### config.mk
export PLATFORM = sky130hd
export DESIGN_NAME = fsu_fifo_serial_unit
export DESIGN_NICKNAME = d
export VERILOG_FILES = /design/src/inc/fsu_pkg.sv /design/src/fsu_fifo_serial_unit.sv
export VERILOG_INCLUDE_DIRS = /design/src /design/src/inc
export SDC_FILE = /design/constraint.sdc
export NUM_CORES = 1
export LEC_CHECK = 0
export BUFFER_PORTS_ARGS = -buffer_cell sky130_fd_sc_hd__clkbuf_2
export CAP_MARGIN = 30
export CORE_MARGIN = 1.5
export CORE_UTILIZATION = 50
export CTS_BUF_LIST = sky130_fd_sc_hd__clkbuf_16
export DETAILED_ROUTE_END_ITERATION = 8
export PLACE_DENSITY = 0.75
export SLEW_MARGIN = 20
export SYNTH_ARGS = -nofsm -noshare
export SYNTH_HDL_FRONTEND = slang
export SYNTH_SLANG_ARGS = --single-unit
export TNS_END_PERCENT = 20
### constraint.sdc
create_clock -name core_clk -period 8.7 [get_ports core_clk]
set_input_delay 1.74 -clock core_clk [delete_from_list [all_inputs] [get_ports core_clk]]
set_output_delay 1.74 -clock core_clk [all_outputs]
set_load 0.01 [all_outputs]
### src/inc/fsu_defines.svh
// Register indices, field positions, reset values and counts of the
// FIFO serial unit. Assumes inclusion by bare name from design files.
`ifndef FSU_DEFINES_SVH
`define FSU_DEFINES_SVH
// Register indices on the plain port
`define FSU_A_MODE 4'h0
`define FSU_A_BAUD 4'h1
`define FSU_A_CTRL 4'h2
`define FSU_A_TXD 4'h3
`define FSU_A_STAT 4'h4
`define FSU_A_RXD 4'h5
`define FSU_A_FCTL 4'h6
`define FSU_A_CNT 4'h7
`define FSU_A_PORT 4'h8
// Status bit positions
`define FSU_S_DR 0
`define FSU_S_RDF 1
`define FSU_S_PER 2
`define FSU_S_FER 3
`define FSU_S_BRK 4
`define FSU_S_TX_FIFO_LOW_FLAG 5
`define FSU_S_TX_END_FLAG 6
`define FSU_S_ER 7
`define FSU_STAT_RST 8'h60
`define FSU_STAT_SWCLR 8'hF3
// Control, FIFO control and port bit positions
`define FSU_C_TIE 7
`define FSU_C_RIE 6
`define FSU_C_TE 5
`define FSU_C_RE 4
`define FSU_F_RRST 0
`define FSU_F_TRST 1
`define FSU_P_LVL 0
`define FSU_P_MLO 1
`define FSU_P_MHI 2
// Trigger levels per select code
`define FSU_TTRG_0 5'h08
`define FSU_TTRG_1 5'h04
`define FSU_TTRG_2 5'h02
`define FSU_TTRG_3 5'h01
`define FSU_RTRG_0 5'h01
`define FSU_RTRG_1 5'h04
`define FSU_RTRG_2 5'h08
`define FSU_RTRG_3 5'h0E
// Depth, oversampling, timeouts, reset values
`define FSU_DEPTH 5'h10
`define FSU_PH_MID 4'h7
`define FSU_PH_LAST 4'hF
`define FSU_DR_TICKS 8'hF0
`define FSU_BAUD_RST 8'hFF
// Priority codes of the highest pending request
`define FSU_P_NONE 3'h0
`define FSU_P_ERR 3'h1
`define FSU_P_FULL 3'h2
`define FSU_P_BRK 3'h3
`define FSU_P_TXL 3'h4
`endif

### src/inc/fsu_pkg.sv
// Types shared by the FIFO serial unit.
// Assumes the defines header supplies all numeric constants.
package fsu_pkg;
    typedef struct packed {
        logic two_stop;
        logic odd;
        logic par_en;
        logic seven;
    } fsu_fmt_t;
    typedef enum logic [2:0] {
        TX_IDLE, TX_START, TX_DATA, TX_PAR, TX_STOP1, TX_STOP2
    } fsu_tx_st_t;
    typedef enum logic [2:0] {
        RX_IDLE, RX_START, RX_DATA, RX_PAR, RX_STOP
    } fsu_rx_st_t;
endpackage

### src/fsu_fifo_serial_unit.sv
// FIFO serial unit: 16-deep FIFOs, flags, four requests, DMA triggers.
// Assumes one 10 MHz clock, synchronous reset, receive pin asynchronous.
//
// Strobed register access and the register offsets were chosen for this implementation.
`timescale 1ns/1ps
`include "fsu_defines.svh"

module fsu_fifo_serial_unit (
    // Clock and reset
    input wire logic core_clk,
    input wire logic rst_n,
    // Register port
    input wire logic [3:0] reg_addr,
    input wire logic [15:0] reg_wdata,
    input wire logic reg_wr,
    input wire logic reg_rd,
    output logic [15:0] reg_rdata,
    // Serial pins
    input wire logic rxd,
    output logic txd,
    // Interrupt requests
    output logic rx_error_irq,
    output logic rx_full_irq,
    output logic break_irq,
    output logic tx_fifo_low_irq,
    output logic [2:0] irq_top,
    // DMA triggers
    output logic tx_dma_req,
    output logic rx_dma_req
);
    fsu_pkg::fsu_fmt_t fmt_r;
    fsu_pkg::fsu_tx_st_t tx_st_r;
    fsu_pkg::fsu_rx_st_t rx_st_r;
    logic [7:0] baud_r, bcnt_r, ctrl_r, fctl_r, stat_r;
    logic [2:0] port_r;
    logic [7:0] tx_mem [16];
    logic [7:0] rx_mem [16];
    logic [3:0] tx_wp_r, tx_rp_r, rx_wp_r, rx_rp_r;
    logic [4:0] tx_cnt_r, rx_cnt_r;
    logic [3:0] tx_ph_r, rx_ph_r;
    logic [2:0] tx_bit_r, rx_bit_r;
    logic [7:0] tx_sh_r, rx_sh_r, dr_cnt_r;
    logic tx_par_r, rx_par_r, txd_r, rxd_m_r, rxd_s_r, rxd_q_r, hold_r;
    logic [15:0] rdata_r;

    // Register decode
    wire te = ctrl_r[`FSU_C_TE];
    wire re = ctrl_r[`FSU_C_RE];
    wire tx_irq_enable = ctrl_r[`FSU_C_TIE];
    wire rx_irq_enable = ctrl_r[`FSU_C_RIE];
    wire wr_txd = reg_wr && reg_addr == `FSU_A_TXD;
    wire wr_stat = reg_wr && reg_addr == `FSU_A_STAT;
    wire rd_rxd = reg_rd && reg_addr == `FSU_A_RXD;
    wire tx_flush = fctl_r[`FSU_F_TRST];
    wire rx_flush = fctl_r[`FSU_F_RRST];

    // Trigger levels from the two select bits of each direction
    wire [1:0] tsel = fctl_r[5:4];
    wire [1:0] rsel = fctl_r[7:6];
    wire [4:0] ttrg = tsel == 2'h0 ? `FSU_TTRG_0 : tsel == 2'h1 ? `FSU_TTRG_1 :
                      tsel == 2'h2 ? `FSU_TTRG_2 : `FSU_TTRG_3;
    wire [4:0] rtrg = rsel == 2'h0 ? `FSU_RTRG_0 : rsel == 2'h1 ? `FSU_RTRG_1 :
                      rsel == 2'h2 ? `FSU_RTRG_2 : `FSU_RTRG_3;

    // Base clock: one tick per baud divide, sixteen per bit
    wire tick = bcnt_r == 8'h00;
    always_ff @(posedge core_clk) begin
        if (!rst_n || tick)
            bcnt_r <= !rst_n ? `FSU_BAUD_RST : baud_r;
        else
            bcnt_r <= bcnt_r - 8'h01;
    end

    // Receive pin synchroniser, then a per-tick sample for edge finding
    always_ff @(posedge core_clk) begin
        if (!rst_n) begin
            rxd_m_r <= 1'b1;
            rxd_s_r <= 1'b1;
            rxd_q_r <= 1'b1;
        end else begin
            rxd_m_r <= rxd;
            rxd_s_r <= rxd_m_r;
            if (tick)
                rxd_q_r <= rxd_s_r;
        end
    end

    // Transmitter control terms
    wire tx_full = tx_cnt_r == `FSU_DEPTH;
    wire tx_push = wr_txd && !tx_full;
    wire bit_end = tick && tx_ph_r == `FSU_PH_LAST;
    wire [2:0] last_bit = fmt_r.seven ? 3'h6 : 3'h7;
    wire in_stop = tx_st_r == fsu_pkg::TX_STOP1 || tx_st_r == fsu_pkg::TX_STOP2;
    wire stop_end = bit_end && (tx_st_r == fsu_pkg::TX_STOP2 ||
                    (tx_st_r == fsu_pkg::TX_STOP1 && !fmt_r.two_stop));
    wire tx_load = te && tx_cnt_r != 5'h00 && !tx_flush &&
                   ((tx_st_r == fsu_pkg::TX_IDLE && tick) || stop_end);
    wire [7:0] tx_head = tx_mem[tx_rp_r];
    wire [7:0] tx_data = fmt_r.seven ? {1'b0, tx_head[6:0]} : tx_head;
    wire enter_stop = bit_end && !fmt_r.par_en && tx_st_r == fsu_pkg::TX_DATA &&
                      tx_bit_r == last_bit || bit_end && tx_st_r == fsu_pkg::TX_PAR;
    // Gated by enable: a frame killed at the stop boundary never sends its stop
    wire tx_end_flag_set = te && enter_stop && tx_cnt_r == 5'h00;

    // Transmit state machine; enable low forces idle at once
    always_ff @(posedge core_clk) begin
        if (!rst_n || !te) begin
            tx_st_r <= fsu_pkg::TX_IDLE;
            tx_ph_r <= 4'h0;
            tx_bit_r <= 3'h0;
            tx_sh_r <= 8'h00;
            tx_par_r <= 1'b0;
        end else if (tx_load) begin
            tx_st_r <= fsu_pkg::TX_START;
            tx_ph_r <= 4'h0;
            tx_sh_r <= tx_data;
            tx_par_r <= ^tx_data ^ fmt_r.odd;
        end else if (tick && tx_st_r != fsu_pkg::TX_IDLE) begin
            tx_ph_r <= tx_ph_r + 4'h1;
            if (bit_end) begin
                case (tx_st_r)
                    fsu_pkg::TX_START: begin
                        tx_st_r <= fsu_pkg::TX_DATA;
                        tx_bit_r <= 3'h0;
                    end
                    fsu_pkg::TX_DATA: begin
                        tx_sh_r <= tx_sh_r >> 1;
                        tx_bit_r <= tx_bit_r + 3'h1;
                        if (tx_bit_r == last_bit)
                            tx_st_r <= fmt_r.par_en ? fsu_pkg::TX_PAR : fsu_pkg::TX_STOP1;
                    end
                    fsu_pkg::TX_PAR: tx_st_r <= fsu_pkg::TX_STOP1;
                    fsu_pkg::TX_STOP1:
                        tx_st_r <= fmt_r.two_stop ? fsu_pkg::TX_STOP2 : fsu_pkg::TX_IDLE;
                    default: tx_st_r <= fsu_pkg::TX_IDLE;
                endcase
            end
        end
    end

    // Line level; with enable low the port setting decides (break = low)
    wire brk_cfg = port_r[`FSU_P_MHI] && !port_r[`FSU_P_MLO];
    wire tx_bit = tx_st_r == fsu_pkg::TX_START ? 1'b0 :
                  tx_st_r == fsu_pkg::TX_DATA ? tx_sh_r[0] :
                  tx_st_r == fsu_pkg::TX_PAR ? tx_par_r : 1'b1;
    wire txd_nxt = te ? tx_bit : brk_cfg ? port_r[`FSU_P_LVL] : 1'b1;
    always_ff @(posedge core_clk) begin
        txd_r <= !rst_n ? 1'b1 : txd_nxt;
    end
    assign txd = txd_r;

    // Receiver: start when the line drops, or stays low after a break
    wire rx_start = re && tick && rx_st_r == fsu_pkg::RX_IDLE && !rxd_s_r &&
                    (rxd_q_r || hold_r);
    wire mid = tick && rx_st_r != fsu_pkg::RX_IDLE && rx_ph_r == `FSU_PH_MID;
    wire rx_done = mid && rx_st_r == fsu_pkg::RX_STOP;
    wire [7:0] rx_data = fmt_r.seven ? {1'b0, rx_sh_r[7:1]} : rx_sh_r;
    wire framing_error_flag = !rxd_s_r;
    wire parity_error_flag = fmt_r.par_en && (rx_par_r != (^rx_data ^ fmt_r.odd));
    wire brk_frame = framing_error_flag && rx_data == 8'h00 && !(fmt_r.par_en && rx_par_r);
    wire rx_full = rx_cnt_r == `FSU_DEPTH;
    wire rx_push = rx_done && !stat_r[`FSU_S_BRK] && !rx_full && !rx_flush;
    wire rx_pop = rd_rxd && rx_cnt_r != 5'h00;

    // Receive state machine, one decision per mid-bit sample
    always_ff @(posedge core_clk) begin
        if (!rst_n || !re) begin
            rx_st_r <= fsu_pkg::RX_IDLE;
            rx_ph_r <= 4'h0;
            rx_bit_r <= 3'h0;
            rx_sh_r <= 8'h00;
            rx_par_r <= 1'b0;
        end else if (rx_start) begin
            rx_st_r <= fsu_pkg::RX_START;
            rx_ph_r <= 4'h0;
        end else if (tick && rx_st_r != fsu_pkg::RX_IDLE) begin
            rx_ph_r <= rx_ph_r + 4'h1;
            if (mid) begin
                case (rx_st_r)
                    fsu_pkg::RX_START: begin
                        // A glitch shorter than half a bit is no start
                        rx_st_r <= rxd_s_r ? fsu_pkg::RX_IDLE : fsu_pkg::RX_DATA;
                        rx_bit_r <= 3'h0;
                    end
                    fsu_pkg::RX_DATA: begin
                        rx_sh_r <= {rxd_s_r, rx_sh_r[7:1]};
                        rx_bit_r <= rx_bit_r + 3'h1;
                        if (rx_bit_r == last_bit)
                            rx_st_r <= fmt_r.par_en ? fsu_pkg::RX_PAR : fsu_pkg::RX_STOP;
                    end
                    fsu_pkg::RX_PAR: begin
                        rx_par_r <= rxd_s_r;
                        rx_st_r <= fsu_pkg::RX_STOP;
                    end
                    default: rx_st_r <= fsu_pkg::RX_IDLE;
                endcase
            end
        end
    end

    // Break hold lets a line held low restart frames, so the flag returns
    always_ff @(posedge core_clk) begin
        if (!rst_n || rxd_s_r)
            hold_r <= 1'b0;
        else if (rx_done && brk_frame)
            hold_r <= 1'b1;
    end

    // FIFO pointers and counts; flush bits hold a FIFO empty
    wire tx_pop = tx_load;
    always_ff @(posedge core_clk) begin
        if (!rst_n || tx_flush) begin
            tx_wp_r <= 4'h0;
            tx_rp_r <= 4'h0;
            tx_cnt_r <= 5'h00;
        end else begin
            tx_wp_r <= tx_wp_r + {3'h0, tx_push};
            tx_rp_r <= tx_rp_r + {3'h0, tx_pop};
            tx_cnt_r <= tx_cnt_r + {4'h0, tx_push} - {4'h0, tx_pop};
        end
    end
    always_ff @(posedge core_clk) begin
        if (!rst_n || rx_flush) begin
            rx_wp_r <= 4'h0;
            rx_rp_r <= 4'h0;
            rx_cnt_r <= 5'h00;
        end else begin
            rx_wp_r <= rx_wp_r + {3'h0, rx_push};
            rx_rp_r <= rx_rp_r + {3'h0, rx_pop};
            rx_cnt_r <= rx_cnt_r + {4'h0, rx_push} - {4'h0, rx_pop};
        end
    end

    // Storage arrays carry no reset
    always_ff @(posedge core_clk) begin
        if (tx_push)
            tx_mem[tx_wp_r] <= reg_wdata[7:0];
        if (rx_push)
            rx_mem[rx_wp_r] <= rx_data;
    end

    // Data-ready timer: leftover bytes below trigger with a quiet line
    wire dr_arm = rx_st_r == fsu_pkg::RX_IDLE && rx_cnt_r != 5'h00 && rx_cnt_r < rtrg;
    always_ff @(posedge core_clk) begin
        if (!rst_n || !dr_arm)
            dr_cnt_r <= 8'h00;
        else if (tick && dr_cnt_r != `FSU_DR_TICKS)
            dr_cnt_r <= dr_cnt_r + 8'h01;
    end

    // Flag set and clear terms; software clears by writing zero, except the parity and framing bits
    logic [7:0] set_v, clr_v;
    always_comb begin
        set_v = 8'h00;
        set_v[`FSU_S_DR] = dr_arm && dr_cnt_r == `FSU_DR_TICKS;
        set_v[`FSU_S_RDF] = rx_cnt_r >= rtrg;
        set_v[`FSU_S_PER] = rx_done && parity_error_flag;
        set_v[`FSU_S_FER] = rx_done && framing_error_flag;
        set_v[`FSU_S_BRK] = rx_done && brk_frame;
        set_v[`FSU_S_TX_FIFO_LOW_FLAG] = tx_cnt_r <= ttrg;
        set_v[`FSU_S_TX_END_FLAG] = tx_end_flag_set;
        set_v[`FSU_S_ER] = rx_done && (framing_error_flag || parity_error_flag);
        clr_v = wr_stat ? (~reg_wdata[7:0] & `FSU_STAT_SWCLR) : 8'h00;
        // Framing and parity bits describe the latest frame only
        clr_v[`FSU_S_PER] = rx_done;
        clr_v[`FSU_S_FER] = rx_done;
    end

    // One sticky flag per bit; a set in the clearing cycle wins
    wire [7:0] stat_rst_v = `FSU_STAT_RST;
    for (genvar i = 0; i < 8; i++) begin : g_flag
        always_ff @(posedge core_clk) begin
            if (!rst_n)
                stat_r[i] <= stat_rst_v[i];
            else
                stat_r[i] <= set_v[i] | (stat_r[i] & ~clr_v[i]);
        end
    end

    // Software registers
    always_ff @(posedge core_clk) begin
        if (!rst_n) begin
            fmt_r <= '0;
            baud_r <= `FSU_BAUD_RST;
            ctrl_r <= 8'h00;
            fctl_r <= 8'h00;
            port_r <= 3'h0;
        end else if (reg_wr) begin
            case (reg_addr)
                `FSU_A_MODE: fmt_r <= reg_wdata[3:0];
                `FSU_A_BAUD: baud_r <= reg_wdata[7:0];
                `FSU_A_CTRL: ctrl_r <= reg_wdata[7:0];
                `FSU_A_FCTL: fctl_r <= reg_wdata[7:0];
                `FSU_A_PORT: port_r <= reg_wdata[2:0];
                default: ;
            endcase
        end
    end

    // Read selection; unmapped indices read zero
    wire [15:0] cnt_v = {3'h0, tx_cnt_r, 3'h0, rx_cnt_r};
    wire [15:0] rd_v =
        reg_addr == `FSU_A_MODE ? {12'h000, fmt_r} :
        reg_addr == `FSU_A_BAUD ? {8'h00, baud_r} :
        reg_addr == `FSU_A_CTRL ? {8'h00, ctrl_r} :
        reg_addr == `FSU_A_STAT ? {8'h00, stat_r} :
        reg_addr == `FSU_A_RXD ? {8'h00, rx_mem[rx_rp_r]} :
        reg_addr == `FSU_A_FCTL ? {8'h00, fctl_r} :
        reg_addr == `FSU_A_CNT ? cnt_v :
        reg_addr == `FSU_A_PORT ? {13'h0000, port_r} : 16'h0000;
    always_ff @(posedge core_clk) begin
        rdata_r <= (rst_n && reg_rd) ? rd_v : 16'h0000;
    end
    assign reg_rdata = rdata_r;

    // Requests: level of flag and enable, held until either clears
    assign rx_error_irq = stat_r[`FSU_S_ER] && rx_irq_enable;
    assign rx_full_irq = (stat_r[`FSU_S_RDF] || stat_r[`FSU_S_DR]) && rx_irq_enable;
    assign break_irq = stat_r[`FSU_S_BRK] && rx_irq_enable;
    assign tx_fifo_low_irq = stat_r[`FSU_S_TX_FIFO_LOW_FLAG] && tx_irq_enable;
    // Only the full and low flags may pace DMA
    assign rx_dma_req = stat_r[`FSU_S_RDF];
    assign tx_dma_req = stat_r[`FSU_S_TX_FIFO_LOW_FLAG];
    // Highest pending request
    assign irq_top = rx_error_irq ? `FSU_P_ERR : rx_full_irq ? `FSU_P_FULL :
                     break_irq ? `FSU_P_BRK : tx_fifo_low_irq ? `FSU_P_TXL :
                     `FSU_P_NONE;
endmodule

==> flow_summary.json, run 1 <==
{
  "rsz0062_at_grt": "false",
  "yosys-top-cells-count": "256 x edfxtp_1, 137 x dfxtp_1, 123 x nor2_1",
  "post_cts_buffers": 0,
  "hold_violations": 0,
  "synth_top_cell_area_share": 0.454,
  "outcome": "finished clean",
  "fp.dieW_um": 187,
  "switching_share": 0.209,
  "drive_gt1_frac": 0.151,
  "gp_congestion": 0.845,
  "io_buffers": 39,
  "area_growth_pct": 11.2,
  "finish.net_count": 1377,
  "yosysMostFrequentCell": "edfxtp_1",
  "postLayoutCellArea_um2": 18800,
  "h-tree-depth": 2,
  "wl_mm": 35.4,
  "drtIter0Drc": 1043,
  "placed_area_um2": 17500,
  "cts_root_buffer": "clkbuf_16",
  "holdWs_ns": 0.426,
  "seq_power_share": 0.524,
  "setup_tns_ns": 0,
  "fmax_mhz": 234,
  "cts_hold_buf": 0,
  "finalSetupViolCount": 0,
  "crit_slowest_cell": "nor2_1",
  "insertion_delay_ns": 0.53,
  "initial_core_util": 0.506,
  "dp_hpwl_mm": 23.6,
  "ant_nets": 0,
  "drv_slew": 0,
  "pwr-share-comb": 0.031,
  "netlist_instances": 1277,
  "hold_path_class": "reg -> reg",
  "coreArea_um2": 33400,
  "power.leakage_nw": 6.05,
  "synth_top_area_cell": "edfxtp_1",
  "die-height_um": 187,
  "cpMostUsedCell": "inv_1",
  "slew_headroom": 0.346,
  "vias": 10300,
  "end_kind": "flop",
  "num_io_pins": 51,
  "p_sw_uw": 800,
  "crit_arrival_ns": 4.73,
  "grt_usage": 0.205,
  "syn_area_um2": 16900,
  "synth_cell_type_count": 75,
  "cts.path.max_buffers": 3,
  "clock-skew-final_ns": 0.0212,
  "cp-start-kind": "input port",
  "yosys_most_used_dff": "edfxtp_1",
  "syn_avg_cell_area_um2": 13.3,
  "pwr-share-clk": 0.445,
  "first_global_vias": 10100,
  "antenna_found_initial": 0,
  "rows": 67,
  "period_share": 0.491,
  "max_stage_delay_ns": 0.77,
  "grt_max_degree": 35,
  "p_per_area_nw_per_um2": 203,
  "seq_area_frac_synth": 0.616,
  "critPathBufInv": 4,
  "numCtsBuffers": 41,
  "crit_fanout": 13,
  "path_delay_family": "simple AND/OR/NAND/NOR gates",
  "via_per_inst": 5.77,
  "crit_chain": "clkbuf_2 > nor2_1 > nand2_1 > a211o_1 > ha_1 > inv_1 > ha_1 > inv_1 > fa_1 > inv_1 > a21oi_1 > nor2_1 > or3_1 > a21oi_1",
  "cts_tree": "done",
  "worst_pin_slew_ns": 0.978,
  "drc": 0,
  "synth-seq-cells": 393,
  "maxCapViolCount": 0,
  "p_int_mw": 3.02,
  "path_clk_slew_ns": 0.06,
  "first_pass_iters": 6,
  "peakVddDrop_v": 0.000164,
  "synth-edff-count": 256,
  "cts_resized": 0,
  "overflow": 0,
  "critPathKind": "in -> reg",
  "finalCriticalPeriod_ns": 4.27,
  "cts_sinks": 393,
  "async_reset_ff_frac": 0,
  "drt-wirelength-per-cell_um": 19.8,
  "dieArea_um2": 35000,
  "total_power_mw": 3.82,
  "grt_pass1_wl_mm": 56.6,
  "yosys_warnings": 0,
  "synth_area_leaders": "edfxtp_1 45%, dfxtp_1 16%, mux4_2 9.4%",
  "cp.required_ns": 9.16
}
==> final cells by class <==
type                            instances  area (um2)
Fill cell                            2617       14600
Sequential cell                       393       10400
Multi-Input combinational cell        778        6030
Clock buffer                           42        1050
Tap cell                              448         561
Timing Repair Buffer                   53         314
Clock inverter                         32         263
Inverter                               43         161
Antenna cell                            1        2.50
==> layer usage <==
metal  track usage  vias up  share of wire
met3        0.0317       78          0.054
met5             0        -              0
met2         0.337      300           0.49
met1         0.282     5142           0.44
li1              -     4808              -
met4        0.0689        0          0.024
==> cells by family (layout without fill, tap and decap cells) <==
kind of cell,Yosys count,count (layout),synth area share
AND/OR/NAND/NOR,419,419,0.122
flip-flops,393,393,0.616
AO/OA/AOI/OAI,164,164,0.0614
multiplexers,111,111,0.118
buffers and inverters,108,170,0.0280
adder cells (fa/ha/maj),42,42,0.0319
XOR/XNOR,39,39,0.0219
other,1,4,0.000222
==> flip-flops by register name (all words and copies together), names as in the netlist, 4 cells and up, named ones only <==
register,flops
rx_mem,128
tx_mem,128
reg_rdata,13
baud_r,8
bcnt_r,8
ctrl_r,8
dr_cnt_r,8
fctl_r,8
rx_sh_r,8
tx_sh_r,8
rx_cnt_r,5
tx_cnt_r,5
fmt_r,4
rx_ph_r,4
rx_rp_r,4
rx_wp_r,4
stat_r,4
tx_ph_r,4
tx_rp_r,4
tx_wp_r,4
==> per-stage QoR <==
stage	instances	setup slack [ns]	utilization
3_5_place_dp	1713	3.98	0.522
5_1_grt	1789	4.24	0.562
3_3_place_gp	1712	4.04	0.522
2_1_floorplan	1279	4.80	-
6_report	1790	4.43	0.562
4_1_cts	1787	4.50	0.561
==> power groups by stage <==
stage          registers, mW  clock network [mW]  logic, mW
2_1_floorplan           2.04                   0     0.0740
3_3_place_gp            2.04                   0      0.113
3_5_place_dp            2.04                   0      0.116
4_1_cts                 2.00                1.73      0.116
5_1_grt                 2.00                1.79      0.131
6_report                2.00                1.70      0.119
==> cell usage in the layout, fill, tap and decap left out, types with 9 or more instances in the layout <==
cell type / Yosys / final
clkinv_1: 1 / 9
nor3_1: 20 / 20
nand2b_1: 26 / 26
and3_1: 10 / 10
dfxtp_1: 137 / 135
mux4_2: 71 / 71
o21ai_0: 30 / 30
clkinv_2: 0 / 10
inv_1: 40 / 46
ha_1: 40 / 40
nand3_1: 46 / 46
xor2_1: 19 / 19
clkbuf_16: 0 / 42
nand4_1: 10 / 10
xnor2_1: 18 / 18
nor2_1: 123 / 123
and2_1: 15 / 15
edfxtp_1: 256 / 256
nand2_1: 111 / 111
nor2b_1: 12 / 12
clkbuf_2: 2 / 40
o211ai_1: 9 / 9
buf_4: 5 / 11
mux2i_1: 38 / 38
a21oi_1: 59 / 59
==> final timing paths <==
kind / start / endpoint / slack [ns] / depth (start not counted)
setup reg to reg: bcnt_r[0] / rx_cnt_r[4] / 4.66 / 17
hold / removal: rxd_m_r / rxd_s_r / 0.43 / 1
setup / recovery: reg_addr[2] / tx_cnt_r[4] / 4.43 / 14
hold reg to reg: rxd_m_r / rxd_s_r / 0.43 / 1
Power figures use the tool's default switching activity.
==> run 2, diff against run 1 <==
==> constraint.sdc (replaced) <==
create_clock -name core_clk -period 4.2 [get_ports core_clk]
set_input_delay 0.84 -clock core_clk [delete_from_list [all_inputs] [get_ports core_clk]]
set_output_delay 0.84 -clock core_clk [all_outputs]
set_load 0.01 [all_outputs]
==> run 2 against run 1 <==
Net effect: sequential power grew 110%; global-route usage grew 0.65 points; clock power grew 97%; critical endpoint unchanged; largest cell class unchanged; highest routed layer unchanged.
==> flow_summary.json, run 2 (same netlist as run 1, synthesis figures left out) <==
{
  "cts_resized": 0,
  "dieArea_um2": 35000,
  "cts_tree": "done",
  "antenna_found_initial": 0,
  "maxCapViolCount": 0,
  "hold_violations": 0,
  "via_per_inst": 5.79,
  "peakVddDrop_v": 0.000357,
  "drv_slew": 0,
  "drive_gt1_frac": 0.160,
  "dp_slack_ns": 0.645,
  "hold_path_end": "rxd_s_r",
  "n_antenna_cell": 0,
  "finalNonFillerCells": 1807,
  "post_cts_buffers": 0,
  "dp_hpwl_mm": 24.5,
  "hold_depth": 1,
  "total_power_mw": 7.74,
  "worst_pin_slew_ns": 0.905,
  "area_growth_pct": 11.4,
  "holdWs_ns": 0.416,
  "clock-skew-final_ns": 0.0310,
  "finalSetupViolCount": 0,
  "reg2reg_from": "bcnt_r[1]",
  "crit_arrival_ns": 4.01,
  "outcome": "finished clean",
  "slew_headroom": 0.394,
  "power.leakage_nw": 6.12,
  "drc": 0,
  "timing.rr.end": "tx_cnt_r[4]",
  "rows": 67,
  "cts_root_buffer": "clkbuf_16",
  "setup_tns_ns": 0,
  "num_io_pins": 51,
  "postLayoutCellArea_um2": 18900,
  "overflow": 0,
  "cp.required_ns": 4.60,
  "rr_worst_depth": 17,
  "path_clk_slew_ns": 0.06,
  "io_buffers": 39,
  "die-height_um": 187,
  "h-tree-depth": 2,
  "insertion_delay_ns": 0.55,
  "placed_area_um2": 17600,
  "critPathKind": "reg -> reg",
  "cts_sinks": 393,
  "cts_hold_buf": 0,
  "met3_length_mm": 1.80,
  "fp.dieW_um": 187,
  "wl_mm": 36.4,
  "hold_path_class": "reg -> reg",
  "ant_nets": 0,
  "grt_max_degree": 33,
  "route.met2.wl_mm": 18.2,
  "worstHoldStart": "rxd_m_r",
  "cp-startpoint": "bcnt_r[1]",
  "placed_cells": 1733,
  "rsz0062_at_grt": "false",
  "first_pass_iters": 5,
  "finalWorstSetupSlack_ns": 0.589,
  "initial_core_util": 0.506,
  "finish.net_count": 1394,
  "numCtsBuffers": 40,
  "utilization": 0.564,
  "cp-start-kind": "flop",
  "finalCriticalPeriod_ns": 3.61,
  "p_per_area_nw_per_um2": 410,
  "final_cell_mix": "256 x edfxtp_1, 135 x dfxtp_1, 123 x nor2_1, 111 x nand2_1, 71 x mux4_2",
  "period_share": 0.860,
  "gp_congestion": 0.845,
  "drt-wirelength-per-cell_um": 20.2,
  "crit_fanout": 19,
  "wirelength_met1_mm": 15.5,
  "grt_usage": 0.212,
  "regToRegSetupSlack_ns": 0.59,
  "fmax_mhz": 277,
  "cts.path.max_buffers": 3,
  "grt_pass1_wl_mm": 57.8,
  "coreArea_um2": 33400,
  "routed.top_layer": "met4",
  "first_global_vias": 10200,
  "vias": 10500,
  "end_kind": "flop",
  "layout_commonest_cell": "edfxtp_1",
  "drtIter0Drc": 1063
}
run 2: changes by cell type in the layout (fill, tap and decap cells not counted), moves of 2 or more:
cell,previous run,this run
clkinv_2,10,6
bufinv_16,4,2
inv_1,46,52
inv_6,0,2
buf_4,11,32
run 2: metal layers:
metal / up-vias / track usage
met2: 302 / 0.358
met1: 5248 / 0.285
li1: 4837 / -
met3: 70 / 0.0295
met4: 0 / 0.0664
met5: - / 0
run 2: worst max-delay path by stage:
stage             endpoint  slack [ns]  depth (start not counted)
3_5_place_dp   tx_cnt_r[4]        0.65                         17
5_1_grt        tx_cnt_r[4]        0.35                         17
2_1_floorplan  rx_cnt_r[4]        1.06                         18
6_report       tx_cnt_r[4]        0.59                         17
3_3_place_gp   tx_cnt_r[4]        0.71                         17
4_1_cts        tx_cnt_r[4]        0.59                         17
run 2: layout make-up:
type                    count  area (um2)
fillers                  2641       14600
well taps                 448         561
inverters                  43         161
clock buffers              41        1030
repair buffers             71         435
clock inverters            33         211
flip-flops and latches    393       10400
multi-input cells         778        6030
run 2: critical path, cell delays in order, from the launching register on:
cell and delay, ns:
dfxtp_1 0.31, inv_1 0.09, ha_1 0.15, nor3b_2 0.31, nand2_2 0.26, or4_1 0.58
buf_4 0.21, inv_1 0.20, ha_1 0.27, inv_1 0.06, ha_1 0.15, inv_1 0.05
fa_1 0.36, inv_1 0.09, a21oi_1 0.08, nor2_1 0.11, or3_1 0.12, a21oi_1 0.05
run 2: report_power, final:
group | internal (mW) | switching (mW) | total (mW)
clock | 1.90 | 1.45 | 3.35
combinational | 0.0825 | 0.163 | 0.246
sequential | 4.11 | 0.0323 | 4.14
total | 6.09 | 1.65 | 7.74
